File: src/include/dsd_consts.vh
`ifndef DSD_CONSTS_VH
`define DSD_CONSTS_VH

// Register byte offsets
`define DSD_AV_CTRL 4'h0
`define DSD_AV_MODE 4'h4
`define DSD_AV_STAT 4'h8
`define DSD_AV_FIFO 4'hc

// Register reset values
`define DSD_CTRL_RST 1'b1
`define DSD_BL8_RST 1'b0
`define DSD_CL_RST 3'h3
`define DSD_AL_RST 3'h0
`define DSD_RTT_RST 2'h0

// Command codes {ras_n, cas_n, we_n}
`define DSD_CMD_MRS 3'h0
`define DSD_CMD_REF 3'h1
`define DSD_CMD_PRE 3'h2
`define DSD_CMD_ACT 3'h3
`define DSD_CMD_WR 3'h4
`define DSD_CMD_RD 3'h5

// Mode register select on bank address
`define DSD_BA_MR 2'h0
`define DSD_BA_EMR1 2'h1

// Address field positions
`define DSD_A_BL_HI 2
`define DSD_A_BL_LO 0
`define DSD_A_CL_HI 6
`define DSD_A_CL_LO 4
`define DSD_A_AL_HI 5
`define DSD_A_AL_LO 3
`define DSD_A_RTT_HI 6
`define DSD_A_RTT_LO 2
`define DSD_A_AP 10
`define DSD_BL8_CODE 3'h3

// Field positions in MODE and STAT
`define DSD_MODE_BL8 0
`define DSD_MODE_CL_LO 1
`define DSD_MODE_AL_LO 4
`define DSD_MODE_RTT_LO 7
`define DSD_ST_OVF 4
`define DSD_ST_NOBANK 5
`define DSD_ST_MODBUSY 6
`define DSD_ST_RDACT 7

// Mode-update window, in link clock cycles
`define DSD_TMOD_CK 4'hc

`endif

File: src/verilog/dsd_lat_pipe.v
`timescale 1ns/10ps
module dsd_lat_pipe #(
  parameter W = 6
) (
  input wire clk,
  input wire sys_rst,
  input wire shift,
  input wire [W-1:0] din,
  input wire [3:0] lat,
  output wire [W-1:0] dout
);
  reg [W-1:0] st_q [0:15];
  integer i;

  always @(posedge clk) begin
    if (sys_rst) begin
      for (i = 0; i < 16; i = i + 1) begin
        st_q[i] <= {W{1'b0}};
      end
    end else if (shift) begin
      st_q[0] <= din;
      for (i = 1; i < 16; i = i + 1) begin
        st_q[i] <= st_q[i-1];
      end
    end
  end

  // Entry pushed at link rise n shows here at link rise n+lat
  assign dout = st_q[lat - 4'h1];
endmodule

File: src/verilog/dsd_fifo.v
`timescale 1ns/10ps
module dsd_fifo #(
  parameter W = 13,
  parameter D = 16,
  parameter AW = 4
) (
  input wire clk,
  input wire sys_rst,
  input wire in_valid,
  output wire in_ready,
  input wire [W-1:0] in_data,
  output wire out_valid,
  input wire out_ready,
  output wire [W-1:0] out_data,
  output wire [AW:0] level
);
  localparam [AW:0] DEPTH = D[AW:0];
  reg [W-1:0] buf_q [0:D-1];
  reg [AW:0] wp_q;
  reg [AW:0] rp_q;

  assign level = wp_q - rp_q;
  assign in_ready = level != DEPTH;
  assign out_valid = level != {(AW+1){1'b0}};
  assign out_data = buf_q[rp_q[AW-1:0]];

  always @(posedge clk) begin
    if (sys_rst) begin
      wp_q <= {(AW+1){1'b0}};
      rp_q <= {(AW+1){1'b0}};
    end else begin
      if (in_valid && in_ready) begin
        wp_q <= wp_q + 1'b1;
      end
      if (out_valid && out_ready) begin
        rp_q <= rp_q + 1'b1;
      end
    end
  end

  always @(posedge clk) begin
    if (in_valid && in_ready) begin
      buf_q[wp_q[AW-1:0]] <= in_data;
    end
  end
endmodule

File: src/verilog/dsd_ddr2_core.v
// Behaviour
// - New termination applies after update window
// - EMRS to EMR1 updates Rtt bits
// - Read latency equals additive plus CAS
// - Write latency is read latency minus one
// - Gapless reads every 2 or 4 clocks
// - Seamless reads across banks when activated
// - Interrupting read may target any bank
// - Auto-precharge read may interrupt a burst
// - Timings use programmed burst length, not actual
//
// The implementer's own choices: the register addresses and the Avalon-MM slave port.
`timescale 1ns/10ps
`include "dsd_consts.vh"
module dsd_ddr2_core (
  input wire clk,
  input wire sys_rst,
  input wire ck,
  input wire cs_n,
  input wire ras_n,
  input wire cas_n,
  input wire we_n,
  input wire [1:0] ba,
  input wire [13:0] addr,
  input wire odt,
  input wire [7:0] dq_i,
  output wire [7:0] dq_o,
  output wire dq_oe,
  input wire dqs_i,
  output wire dqs_o,
  output wire dqs_oe,
  output wire term_en,
  output wire [1:0] term_sel,
  input wire [3:0] avs_address,
  input wire avs_read,
  input wire avs_write,
  input wire [31:0] avs_writedata,
  output wire [31:0] avs_readdata,
  output wire avs_waitrequest
);
  function [4:0] beat_idx;
    input [1:0] b;
    input [2:0] c;
    input [2:0] n;
    input b8;
    reg [2:0] s;
    begin
      s = c + n;
      beat_idx = b8 ? {b, s} : {b, c[2], s[1:0]};
    end
  endfunction

  // Pin synchroniser: ck, cs_n, ras_n, cas_n, we_n, ba, addr, odt, dq
  reg [29:0] s1_q;
  reg [29:0] s2_q;
  reg [29:0] s3_q;
  reg ck_lvl_q;
  always @(posedge clk) begin
    if (sys_rst) begin
      s1_q <= 30'h0;
      s2_q <= 30'h0;
      s3_q <= 30'h0;
      ck_lvl_q <= 1'b0;
    end else begin
      s1_q <= {ck, cs_n, ras_n, cas_n, we_n, ba, addr, odt, dq_i};
      s2_q <= s1_q;
      s3_q <= s2_q;
      if (s2_q[29] == s3_q[29]) begin
        ck_lvl_q <= s3_q[29];
      end
    end
  end
  wire ck_edge = (s2_q[29] == s3_q[29]) && (s3_q[29] != ck_lvl_q);
  wire ck_rise = ck_edge && s3_q[29];
  wire cs_s = ~s3_q[28];
  wire [2:0] cmd_s = s3_q[27:25];
  wire [1:0] ba_s = s3_q[24:23];
  wire [13:0] addr_s = s3_q[22:9];
  wire odt_s = s3_q[8];
  wire [7:0] dq_s = s3_q[7:0];

  reg en_q;
  reg bl8_q;
  reg [2:0] cl_q;
  reg [2:0] al_q;
  reg [1:0] rtt_q;
  reg [1:0] rtt_new_q;
  reg [3:0] mod_cnt_q;
  reg [3:0] bank_open_q;
  reg [3:0] ap_cnt_q;
  reg [1:0] ap_ba_q;
  reg ovf_q;
  reg nobank_q;

  wire cmd_ok = ck_rise && cs_s && en_q;
  wire cmd_rd = cmd_ok && (cmd_s == `DSD_CMD_RD);
  wire cmd_wr = cmd_ok && (cmd_s == `DSD_CMD_WR);
  wire [3:0] rl = {1'b0, al_q} + {1'b0, cl_q};
  wire [3:0] wl = rl - 4'h1;
  wire [3:0] half_bl = bl8_q ? 4'h4 : 4'h2;

  // Mode registers and the termination update window
  always @(posedge clk) begin
    if (sys_rst) begin
      bl8_q <= `DSD_BL8_RST;
      cl_q <= `DSD_CL_RST;
      al_q <= `DSD_AL_RST;
      rtt_q <= `DSD_RTT_RST;
      rtt_new_q <= `DSD_RTT_RST;
      mod_cnt_q <= 4'h0;
    end else if (cmd_ok && cmd_s == `DSD_CMD_MRS && ba_s == `DSD_BA_MR) begin
      bl8_q <= addr_s[`DSD_A_BL_HI:`DSD_A_BL_LO] == `DSD_BL8_CODE;
      cl_q <= addr_s[`DSD_A_CL_HI:`DSD_A_CL_LO];
    end else if (cmd_ok && cmd_s == `DSD_CMD_MRS && ba_s == `DSD_BA_EMR1) begin
      al_q <= addr_s[`DSD_A_AL_HI:`DSD_A_AL_LO];
      rtt_new_q <= {addr_s[`DSD_A_RTT_HI], addr_s[`DSD_A_RTT_LO]};
      mod_cnt_q <= `DSD_TMOD_CK;
    end else if (ck_rise && mod_cnt_q != 4'h0) begin
      mod_cnt_q <= mod_cnt_q - 4'h1;
      if (mod_cnt_q == 4'h1) begin
        rtt_q <= rtt_new_q;
      end
    end
  end

  // Termination follows ODT only once the new setting has landed
  reg term_en_q;
  always @(posedge clk) begin
    if (sys_rst) begin
      term_en_q <= 1'b0;
    end else begin
      term_en_q <= odt_s && (rtt_q != 2'h0) && (mod_cnt_q == 4'h0);
    end
  end
  assign term_en = term_en_q;
  assign term_sel = rtt_q;

  // Bank state and self-timed precharge after read with auto precharge
  always @(posedge clk) begin
    if (sys_rst) begin
      bank_open_q <= 4'h0;
      ap_cnt_q <= 4'h0;
      ap_ba_q <= 2'h0;
    end else begin
      if (ck_rise && ap_cnt_q != 4'h0) begin
        ap_cnt_q <= ap_cnt_q - 4'h1;
        if (ap_cnt_q == 4'h1) begin
          bank_open_q[ap_ba_q] <= 1'b0;
        end
      end
      if (cmd_ok && cmd_s == `DSD_CMD_ACT) begin
        bank_open_q[ba_s] <= 1'b1;
      end
      if (cmd_ok && cmd_s == `DSD_CMD_PRE) begin
        if (addr_s[`DSD_A_AP]) begin
          bank_open_q <= 4'h0;
        end else begin
          bank_open_q[ba_s] <= 1'b0;
        end
      end
      // Close time counts the programmed length even if cut short
      if (cmd_rd && addr_s[`DSD_A_AP]) begin
        ap_cnt_q <= {1'b0, al_q} + half_bl;
        ap_ba_q <= ba_s;
      end
    end
  end

  // Latency pipes: one entry per link clock, {valid, bank, column}
  wire [5:0] rtap;
  wire [5:0] wtap;
  dsd_lat_pipe #(.W(6)) u_rd_pipe (
    .clk(clk),
    .sys_rst(sys_rst),
    .shift(ck_rise),
    .din(cmd_rd ? {1'b1, ba_s, addr_s[2:0]} : 6'h0),
    .lat(rl),
    .dout(rtap)
  );
  dsd_lat_pipe #(.W(6)) u_wr_pipe (
    .clk(clk),
    .sys_rst(sys_rst),
    .shift(ck_rise),
    .din(cmd_wr ? {1'b1, ba_s, addr_s[2:0]} : 6'h0),
    .lat(wl),
    .dout(wtap)
  );

  // Array storage
  reg [7:0] mem_q [0:31];

  // Read burst engine; a new start simply takes over, which covers both
  // seamless follow-on and a cut-short burst of eight
  reg [1:0] rd_ba_q;
  reg [2:0] rd_col_q;
  reg [2:0] rd_n_q;
  reg [2:0] rd_left_q;
  reg [7:0] dq_q;
  reg dq_oe_q;
  reg dqs_q;
  always @(posedge clk) begin
    if (sys_rst) begin
      rd_ba_q <= 2'h0;
      rd_col_q <= 3'h0;
      rd_n_q <= 3'h0;
      rd_left_q <= 3'h0;
      dq_q <= 8'h0;
      dq_oe_q <= 1'b0;
      dqs_q <= 1'b0;
    end else if (ck_edge) begin
      if (ck_rise && rtap[5]) begin
        rd_ba_q <= rtap[4:3];
        rd_col_q <= rtap[2:0];
        rd_n_q <= 3'h1;
        rd_left_q <= bl8_q ? 3'h7 : 3'h3;
        dq_q <= mem_q[beat_idx(rtap[4:3], rtap[2:0], 3'h0, bl8_q)];
        dq_oe_q <= 1'b1;
        dqs_q <= 1'b1;
      end else if (rd_left_q != 3'h0) begin
        dq_q <= mem_q[beat_idx(rd_ba_q, rd_col_q, rd_n_q, bl8_q)];
        rd_n_q <= rd_n_q + 3'h1;
        rd_left_q <= rd_left_q - 3'h1;
        dqs_q <= ck_rise;
      end else begin
        dq_oe_q <= 1'b0;
        dqs_q <= 1'b0;
      end
    end
  end
  assign dq_o = dq_q;
  assign dq_oe = dq_oe_q;
  assign dqs_o = dqs_q;
  assign dqs_oe = dq_oe_q;

  // Write capture: one beat per link edge from write latency onward
  reg [1:0] wr_ba_q;
  reg [2:0] wr_col_q;
  reg [2:0] wr_n_q;
  reg [2:0] wr_left_q;
  wire wr_start = ck_rise && wtap[5];
  wire wr_beat = ck_edge && (wr_start || wr_left_q != 3'h0);
  wire [4:0] wr_idx = wr_start ? beat_idx(wtap[4:3], wtap[2:0], 3'h0, bl8_q) :
                      beat_idx(wr_ba_q, wr_col_q, wr_n_q, bl8_q);
  always @(posedge clk) begin
    if (sys_rst) begin
      wr_ba_q <= 2'h0;
      wr_col_q <= 3'h0;
      wr_n_q <= 3'h0;
      wr_left_q <= 3'h0;
    end else if (wr_start) begin
      wr_ba_q <= wtap[4:3];
      wr_col_q <= wtap[2:0];
      wr_n_q <= 3'h1;
      wr_left_q <= bl8_q ? 3'h7 : 3'h3;
    end else if (wr_beat) begin
      wr_n_q <= wr_n_q + 3'h1;
      wr_left_q <= wr_left_q - 3'h1;
    end
  end

  // Array has one port; read bursts own it, so the write queue waits
  wire fifo_in_ready;
  wire fifo_out_valid;
  wire [12:0] fifo_out_data;
  wire [4:0] fifo_level;
  wire drain = fifo_out_valid && !dq_oe_q;
  dsd_fifo #(.W(13), .D(16), .AW(4)) u_wr_fifo (
    .clk(clk),
    .sys_rst(sys_rst),
    .in_valid(wr_beat),
    .in_ready(fifo_in_ready),
    .in_data({wr_idx, dq_s}),
    .out_valid(fifo_out_valid),
    .out_ready(!dq_oe_q),
    .out_data(fifo_out_data),
    .level(fifo_level)
  );
  integer k;
  always @(posedge clk) begin
    if (sys_rst) begin
      for (k = 0; k < 32; k = k + 1) begin
        mem_q[k] <= 8'h0;
      end
    end else if (drain) begin
      mem_q[fifo_out_data[12:8]] <= fifo_out_data[7:0];
    end
  end

  // Avalon-MM slave: every access takes two cycles
  reg ack_q;
  reg [31:0] rdata_q;
  wire req = avs_read || avs_write;
  wire wr_acc = avs_write && ack_q;
  wire clr_hit = wr_acc && avs_address == `DSD_AV_STAT;
  assign avs_waitrequest = req && !ack_q;
  assign avs_readdata = rdata_q;

  always @(posedge clk) begin
    if (sys_rst) begin
      ack_q <= 1'b0;
      rdata_q <= 32'h0;
      en_q <= `DSD_CTRL_RST;
      ovf_q <= 1'b0;
      nobank_q <= 1'b0;
    end else begin
      ack_q <= req && !ack_q;
      if (avs_read && !ack_q) begin
        case (avs_address)
          `DSD_AV_CTRL: rdata_q <= {31'h0, en_q};
          `DSD_AV_MODE: rdata_q <= {23'h0, rtt_q, al_q, cl_q, bl8_q};
          `DSD_AV_STAT: rdata_q <= {24'h0, dq_oe_q, mod_cnt_q != 4'h0, nobank_q, ovf_q, bank_open_q};
          `DSD_AV_FIFO: rdata_q <= {27'h0, fifo_level};
          default: rdata_q <= 32'h0;
        endcase
      end
      if (wr_acc && avs_address == `DSD_AV_CTRL) begin
        en_q <= avs_writedata[0];
      end
      // Sticky flags: a new event wins over a same-cycle clear
      ovf_q <= (wr_beat && !fifo_in_ready) ||
               (ovf_q && !(clr_hit && avs_writedata[`DSD_ST_OVF]));
      nobank_q <= (cmd_rd && !bank_open_q[ba_s]) ||
                  (nobank_q && !(clr_hit && avs_writedata[`DSD_ST_NOBANK]));
    end
  end
endmodule

File: config.mk
export PLATFORM = sky130hd
export DESIGN_NAME = dsd_ddr2_core
export DESIGN_NICKNAME = d
export VERILOG_FILES = /design/src/verilog/dsd_lat_pipe.v /design/src/verilog/dsd_fifo.v /design/src/verilog/dsd_ddr2_core.v
export VERILOG_INCLUDE_DIRS = /design/src /design/src/include
export SDC_FILE = /design/constraint.sdc
export NUM_CORES = 1
export LEC_CHECK = 0
export ABC_AREA = 0
export BUFFER_PORTS_ARGS = -buffer_cell sky130_fd_sc_hd__buf_2
export CAP_MARGIN = 20
export CORE_MARGIN = 2
export CORE_UTILIZATION = 25
export DETAILED_ROUTE_END_ITERATION = 8
export SYNTH_ARGS = -nofsm -noshare
export SYNTH_HDL_FRONTEND = slang
export SYNTH_SLANG_ARGS = --single-unit
File: constraint.sdc
create_clock -name clk -period 5.4 [get_ports clk]
set_clock_uncertainty 0.2 [all_clocks]
set_input_delay 0.27 -clock clk [delete_from_list [all_inputs] [get_ports clk]]
set_output_delay 0.27 -clock clk [all_outputs]
set_load 0.02 [all_outputs]
After elaboration in Yosys (flattened, before gate mapping). Memories as Yosys holds them, arrays and structs flattened. A register that Yosys moved wholly into a read port is not among the register bits. Cells that the tools add are included.

Add/subtract/negate cells: 15. Magnitude comparators: 4. Equal/unequal tests: 15. Muxes and demuxes: 86. Bitwise logic cells: 40. Reduce and logical (&&, ||, !) cells: 66.

Operators with widths (number): 2-to-1 mux 6 bit (34); 2-to-1 mux 4 bit (13); one-hot mux 9 bit (4 select lines) (1); logical AND 1 bit (34); OR 1 bit (32); 2-to-1 mux 3 bit (10); 2-to-1 mux 8 bit (3); 2-to-1 mux 1 bit (20); subtractor 4 x 1 -> 4 bit, second input constant (4); adder 5 x 1 -> 5 bit, second input constant (2); 2-to-1 mux 5 bit (2); AND reduction 2 bit (5); nonzero test 2 bit (5); equality test 3 x 2 -> 1 bit, second input constant (3); adder 3 x 3 -> 4 bit (2); bitwise AND 4 bit (2); equality test 4 x 1 -> 1 bit, second input constant (2); equality test 4 bit, second input constant (2); logical NOT 4 bit (2); inverter 4 bit (2); nonzero test 4 bit (2); OR reduction 8 bit (1); adder 3 x 1 -> 3 bit, second input constant (2); adder 3 bit (2); other kinds (23) (39).

Register bits after elaboration: 195. RAM bits: 656. Input port bits: 71. Output and inout port bits: 47. Memories: 4.

Memories: mem_q (depth 32, width 8, rd ports 2, clocked after memory_dff 0, wr ports 32, line dsd_ddr2_core.v:190) `reg [7:0] mem_q [0:31];`; u_wr_fifo.buf_q (depth 16, width 13, rd ports 1, clocked after memory_dff 1, wr ports 1, line dsd_fifo.v:18) `reg [W-1:0] buf_q [0:D-1];`; u_rd_pipe.st_q (depth 16, width 6, rd ports 16, clocked after memory_dff 0, wr ports 16, line dsd_lat_pipe.v:12) `reg [W-1:0] st_q [0:15];`; u_wr_pipe.st_q (depth 16, width 6, rd ports 16, clocked after memory_dff 0, wr ports 16, line dsd_lat_pipe.v:12).

Longest topological paths before layout.
Word-level depth: 15. Mapped depth: 18. Gate-level depth less buffers: 15.

Hierarchy. Synthesis repeated with hierarchy kept, for this count alone.

Cells, all modules: 2572. Area total of the unflattened synthesis: 37335.8 um^2.

Modules (own cells, without submodules): dsd_ddr2_core (times used 1, cells an instance 1513, area each 19596.3 um^2); dsd_lat_pipe (times used 2, cells an instance 327, area each 4466.8 um^2); dsd_fifo (times used 1, cells an instance 405, area each 8805.9 um^2).

Worst setup path after synthesis. OpenSTA, ideal clock, no wires.

Path type: input-to-reg. Start: in sys_rst. End: mem u_rd_pipe.st_q[0][0], enable pin. Library setup time: 1.533 ns. Arrival time: 4.100 ns. Setup slack: -0.432 ns. Stages: 4. Buffers on the path: 2. Path through: inv_1 clkbuf_1 clkbuf_1 nand2_1.

RTL lines: start, declared (line dsd_ddr2_core.v:17) `input wire sys_rst,`; end, declared (line dsd_lat_pipe.v:12).

Final worst setup path.
Start: reg al_q[1]. End: reg dq_q[2] (netlist: dq_o[2]).

Longest elaborated chain between the ends: 6.

Ends and longest elaborated chain: start, declared (line dsd_ddr2_core.v:85) `reg [2:0] al_q;`; start signal, assigned (line dsd_ddr2_core.v:107) `` al_q <= `DSD_AL_RST; ``; start signal, assigned (line dsd_ddr2_core.v:115) `` al_q <= addr_s[`DSD_A_AL_HI:`DSD_A_AL_LO]; ``; adder 3 x 3 -> 4 bit * (line dsd_ddr2_core.v:98) `wire [3:0] rl = {1'b0, al_q} + {1'b0, cl_q};`; subtractor 4 x 1 -> 4 bit * (line dsd_lat_pipe.v:29) `assign dout = st_q[lat - 4'h1];`; memory (16 x 6 bit) *; parallel branches: the longest is 3 deep, another holds memory (32 x 8 bit); end signal, assigned (line dsd_ddr2_core.v:216) `dq_q <= mem_q[beat_idx(rtap[4:3], rtap[2:0], 3'h0, bl8_q)];`; end signal, assigned (line dsd_ddr2_core.v:220) `dq_q <= mem_q[beat_idx(rd_ba_q, rd_col_q, rd_n_q, bl8_q)];`; end, declared (line dsd_ddr2_core.v:198) `reg [7:0] dq_q;`.

Mark *: on every way between the ends. A chain may end at the register's enable or synchronous reset.

==> impl_metrics.yaml <==
logic_synthesis:
  synth_top_area_share_pct: 52.4
  syn_avg_cell_area_um2: 12.5
  synth-edff-count: 656
  synthTopCellsByArea: "edfxtp_1 (52%), dfxtp_1 (8.4%), mux4_2 (7.0%), nor2_1 (3.9%), nand2_1 (2.8%)"
  synth_seq_area_share_pct: 60.9
  yosys_most_used_dff: "edfxtp_1"
  ys_seq_elements: 814
  yosys.area.top_type: "edfxtp_1"
  synthArstFlopShare_pct: 0
  yosysWarnings: 0
  post_synth_inst_count: 3008
  synth_area_um2: 37600
  synth.distinct_cells: 92
worst_setup_path:
  crit_required_ns: 5.79
  slowest_delay_ns: 0.89
  cp-end-kind: "flop"
  cpLargestDelayFamily: "adder cells"
  critPathBufInv: 3
  crit_fanout: 36
  worstPathCellList: "inv_1, ha_1, inv_1, ha_1, fa_1, nand2b_1, o22ai_1, or3_1, and2_4, buf_4, mux2i_1, a32oi_1, a21boi_1, a2bb2oi_1, a211oi_1"
  critPathKind: "flop to flop"
  startpoint_type: "flop"
  crit_slowest_cell: "fa_1"
  crit_arrival_ns: 5.15
finish:
  utilization_pct: 29.1
  stdcell_count: 5187
  final.fill_count: 15300
  area_growth_pct: 16.0
  multi_input_area_um2: 13600
  nNetsFinal: 3204
  regArea_um2: 22900
  layout-drive-gt1-share_pct: 16.8
timing:
  hold_viol: 0
  setup_viol: 0
  max_freq_ghz: 0.210
  post-route-period-util_pct: 88.1
  hold_ws_ns: 0.0723
  fin_crit_ns: 4.76
  rsz0062_at_grt: "no"
  tightest_slew_ns: 1.06
  relSlewSlack_pct: 28.7
  tns_ns: 0
  drv_slew: 0
routing:
  vias_per_cell: 4.82
  wl_per_cell_um: 20.7
  drtPass1Iterations: 6
  ant_nets: 0
  drc_errors: 0
  via_count: 25000
  wl_mm: 107
  first_iter_violations: 2863
place:
  dp_hpwl_mm: 72.4
  placed_cells: 4976
  place_congestion: 0.958
  io_buffers: 58
status:
  outcome: "completed"
floorplan:
  fp.dieArea_um2: 153000
  ios: 118
  die-height_um: 392
  die-width_um: 392
  rows: 142
  initial_core_util_pct: 25.1
  core_um2: 150000
power:
  clkPwrFrac_pct: 36.8
  ir_drop_uv: 271
  power_leakage_uw: 0.0154
  p_seq_share_pct: 47.7
  p_sw_share_pct: 28.6
  power_density_nw_per_um2: 359
  pwr-share-comb_pct: 15.5
  power.switching_uw: 4470
  power.internal_uw: 11200
global_route:
  grtUsageTotal_pct: 13.8
  grt_overflow: 0
  grt_pass1_wl_mm: 159
  antenna_found_initial: 4
  grt_max_degree: 100
  grt_pass1_vias: 24500
clock_network:
  worstSkewPairLatency_ns: 0.68
  hold_buffers: 56
  htreeDepth: 3
  cts_resized: 0
  cts-root-buf: "clkbuf_16"
  cts_setup_buffers: 0
  cts_tree: "done"
  cts_made_buffers: 83
  cts.path.max_buffers: 3
  cts.sinks: 814
  cts.clk_slew.worst_paths_ns: 0.07
job:
  maxCapViolCount: 0
min_path:
  min_path_type: "input pin to flop"
[cell usage after synthesis (40+ instances only)]
cell type / number
edfxtp_1: 656
mux2_2: 40
clkbuf_1: 131
nand3_1: 62
mux2i_1: 94
a21oi_1: 76
and3_1: 141
buf_2: 43
nor2_1: 391
o21ai_0: 49
dfxtp_1: 158
nor2b_1: 154
nand2_1: 284
inv_1: 40
mux4_2: 116
and2_1: 41
a211oi_1: 50
[cells by family after synthesis]
family	synth area share, %
and+or+nand+nor	15.9
DFF	60.9
AOI/OAI and AO/OA	6.89
buffers and inverters	3.58
muxes	10.8
adders and majority gates	1.17
xor gates and xnor gates	0.759
other	0.00998
[state kept, by name, indices dropped and copies added (netlist names), 9 cells and up, named ones only]
name and cells:
avs_readdata 9, u_wr_fifo.buf_q 208, s2_q 24, s3_q 24
u_rd_pipe.st_q 96, u_wr_pipe.st_q 96, mem_q 256, s1_q 24
[stage by stage]
step                total power (µW)  setup WS [ns]  cell area (µm²)
floorplan                       9030          0.657            37700
global placement                9950          0.640            40300
detailed placement              9980          0.614            40300
CTS                            15800          0.592            43600
global route                   16200          0.281            43600
finish                         15700          0.643            43600
[final cells by class]
class                           count  share of cell area (%)
Sequential cell                   814                    52.5
Multi-Input combinational cell   1934                    31.1
Tap cell                         2016                    5.79
Clock buffer                      108                    5.16
Timing Repair Buffer              226                    4.02
Clock inverter                     46                    1.07
Inverter                           42                   0.365
Antenna cell                        1                 0.00574
[path summary, 6_finish.rpt]
kind / slack, ns / cells after the start / to / startpoint
setup / recovery: 0.64 / 15 / dq_o[2]$_SDFFE_PP0P_ / al_q[1]$_SDFFE_PP0P_
hold / removal: 0.07 / 4 / avs_readdata[0]$_SDFFE_PP0P_ / avs_address[3]
setup reg to reg: 0.64 / 15 / dq_o[2]$_SDFFE_PP0P_ / al_q[1]$_SDFFE_PP0P_
hold reg to reg: 0.23 / 1 / s3_q[5]$_SDFF_PP0_ / s2_q[5]$_SDFF_PP0_
[layer usage]
metal / GRT usage (%) / vias to the layer above / wire length [µm]
met1: 19.2 / 12600 / 47700
met5: 0 / - / 0
met2: 21.6 / 976 / 48900
li1: - / 11200 / -
met3: 2.22 / 211 / 7070
met4: 4.94 / 0 / 3800
[worst min-delay path: cells and delay by family]
family	cells	cell delay [ns]
AOI/OAI and AO/OA	1	0.07
muxes	1	0.29
and+or+nand+nor	1	0.08
buffers and inverters	1	0.18
[cells in the final DEF (no fill, tap or decap), drive strengths merged, types with 21 or more instances in the layout]
cell	netlist	layout
edfxtp	656	656
nor2	393	393
nand2	310	310
buf	109	169
dfxtp	158	158
nor2b	154	154
and3	141	141
mux4	116	116
clkbuf	131	109
mux2i	94	94
a21oi	76	76
nand3	62	62
o21ai	61	61
dlygate4sd3	0	56
a211oi	54	54
mux2	45	45
inv	41	45
and2	42	42
nor3	40	40
clkinv	1	34
ha	27	27
a32oi	23	23
conb	1	23
nand4	21	21
[power groups by stage]
stage | Sequential, µW | Combinational (µW) | Clock (µW)
floorplan | 7360 | 1680 | 0
global placement | 7590 | 2360 | 0
detailed placement | 7600 | 2380 | 0
CTS | 7470 | 2420 | 5900
global route | 7510 | 2570 | 6130
finish | 7470 | 2430 | 5770
No activity file was read; power rests on OpenSTA's default activity.
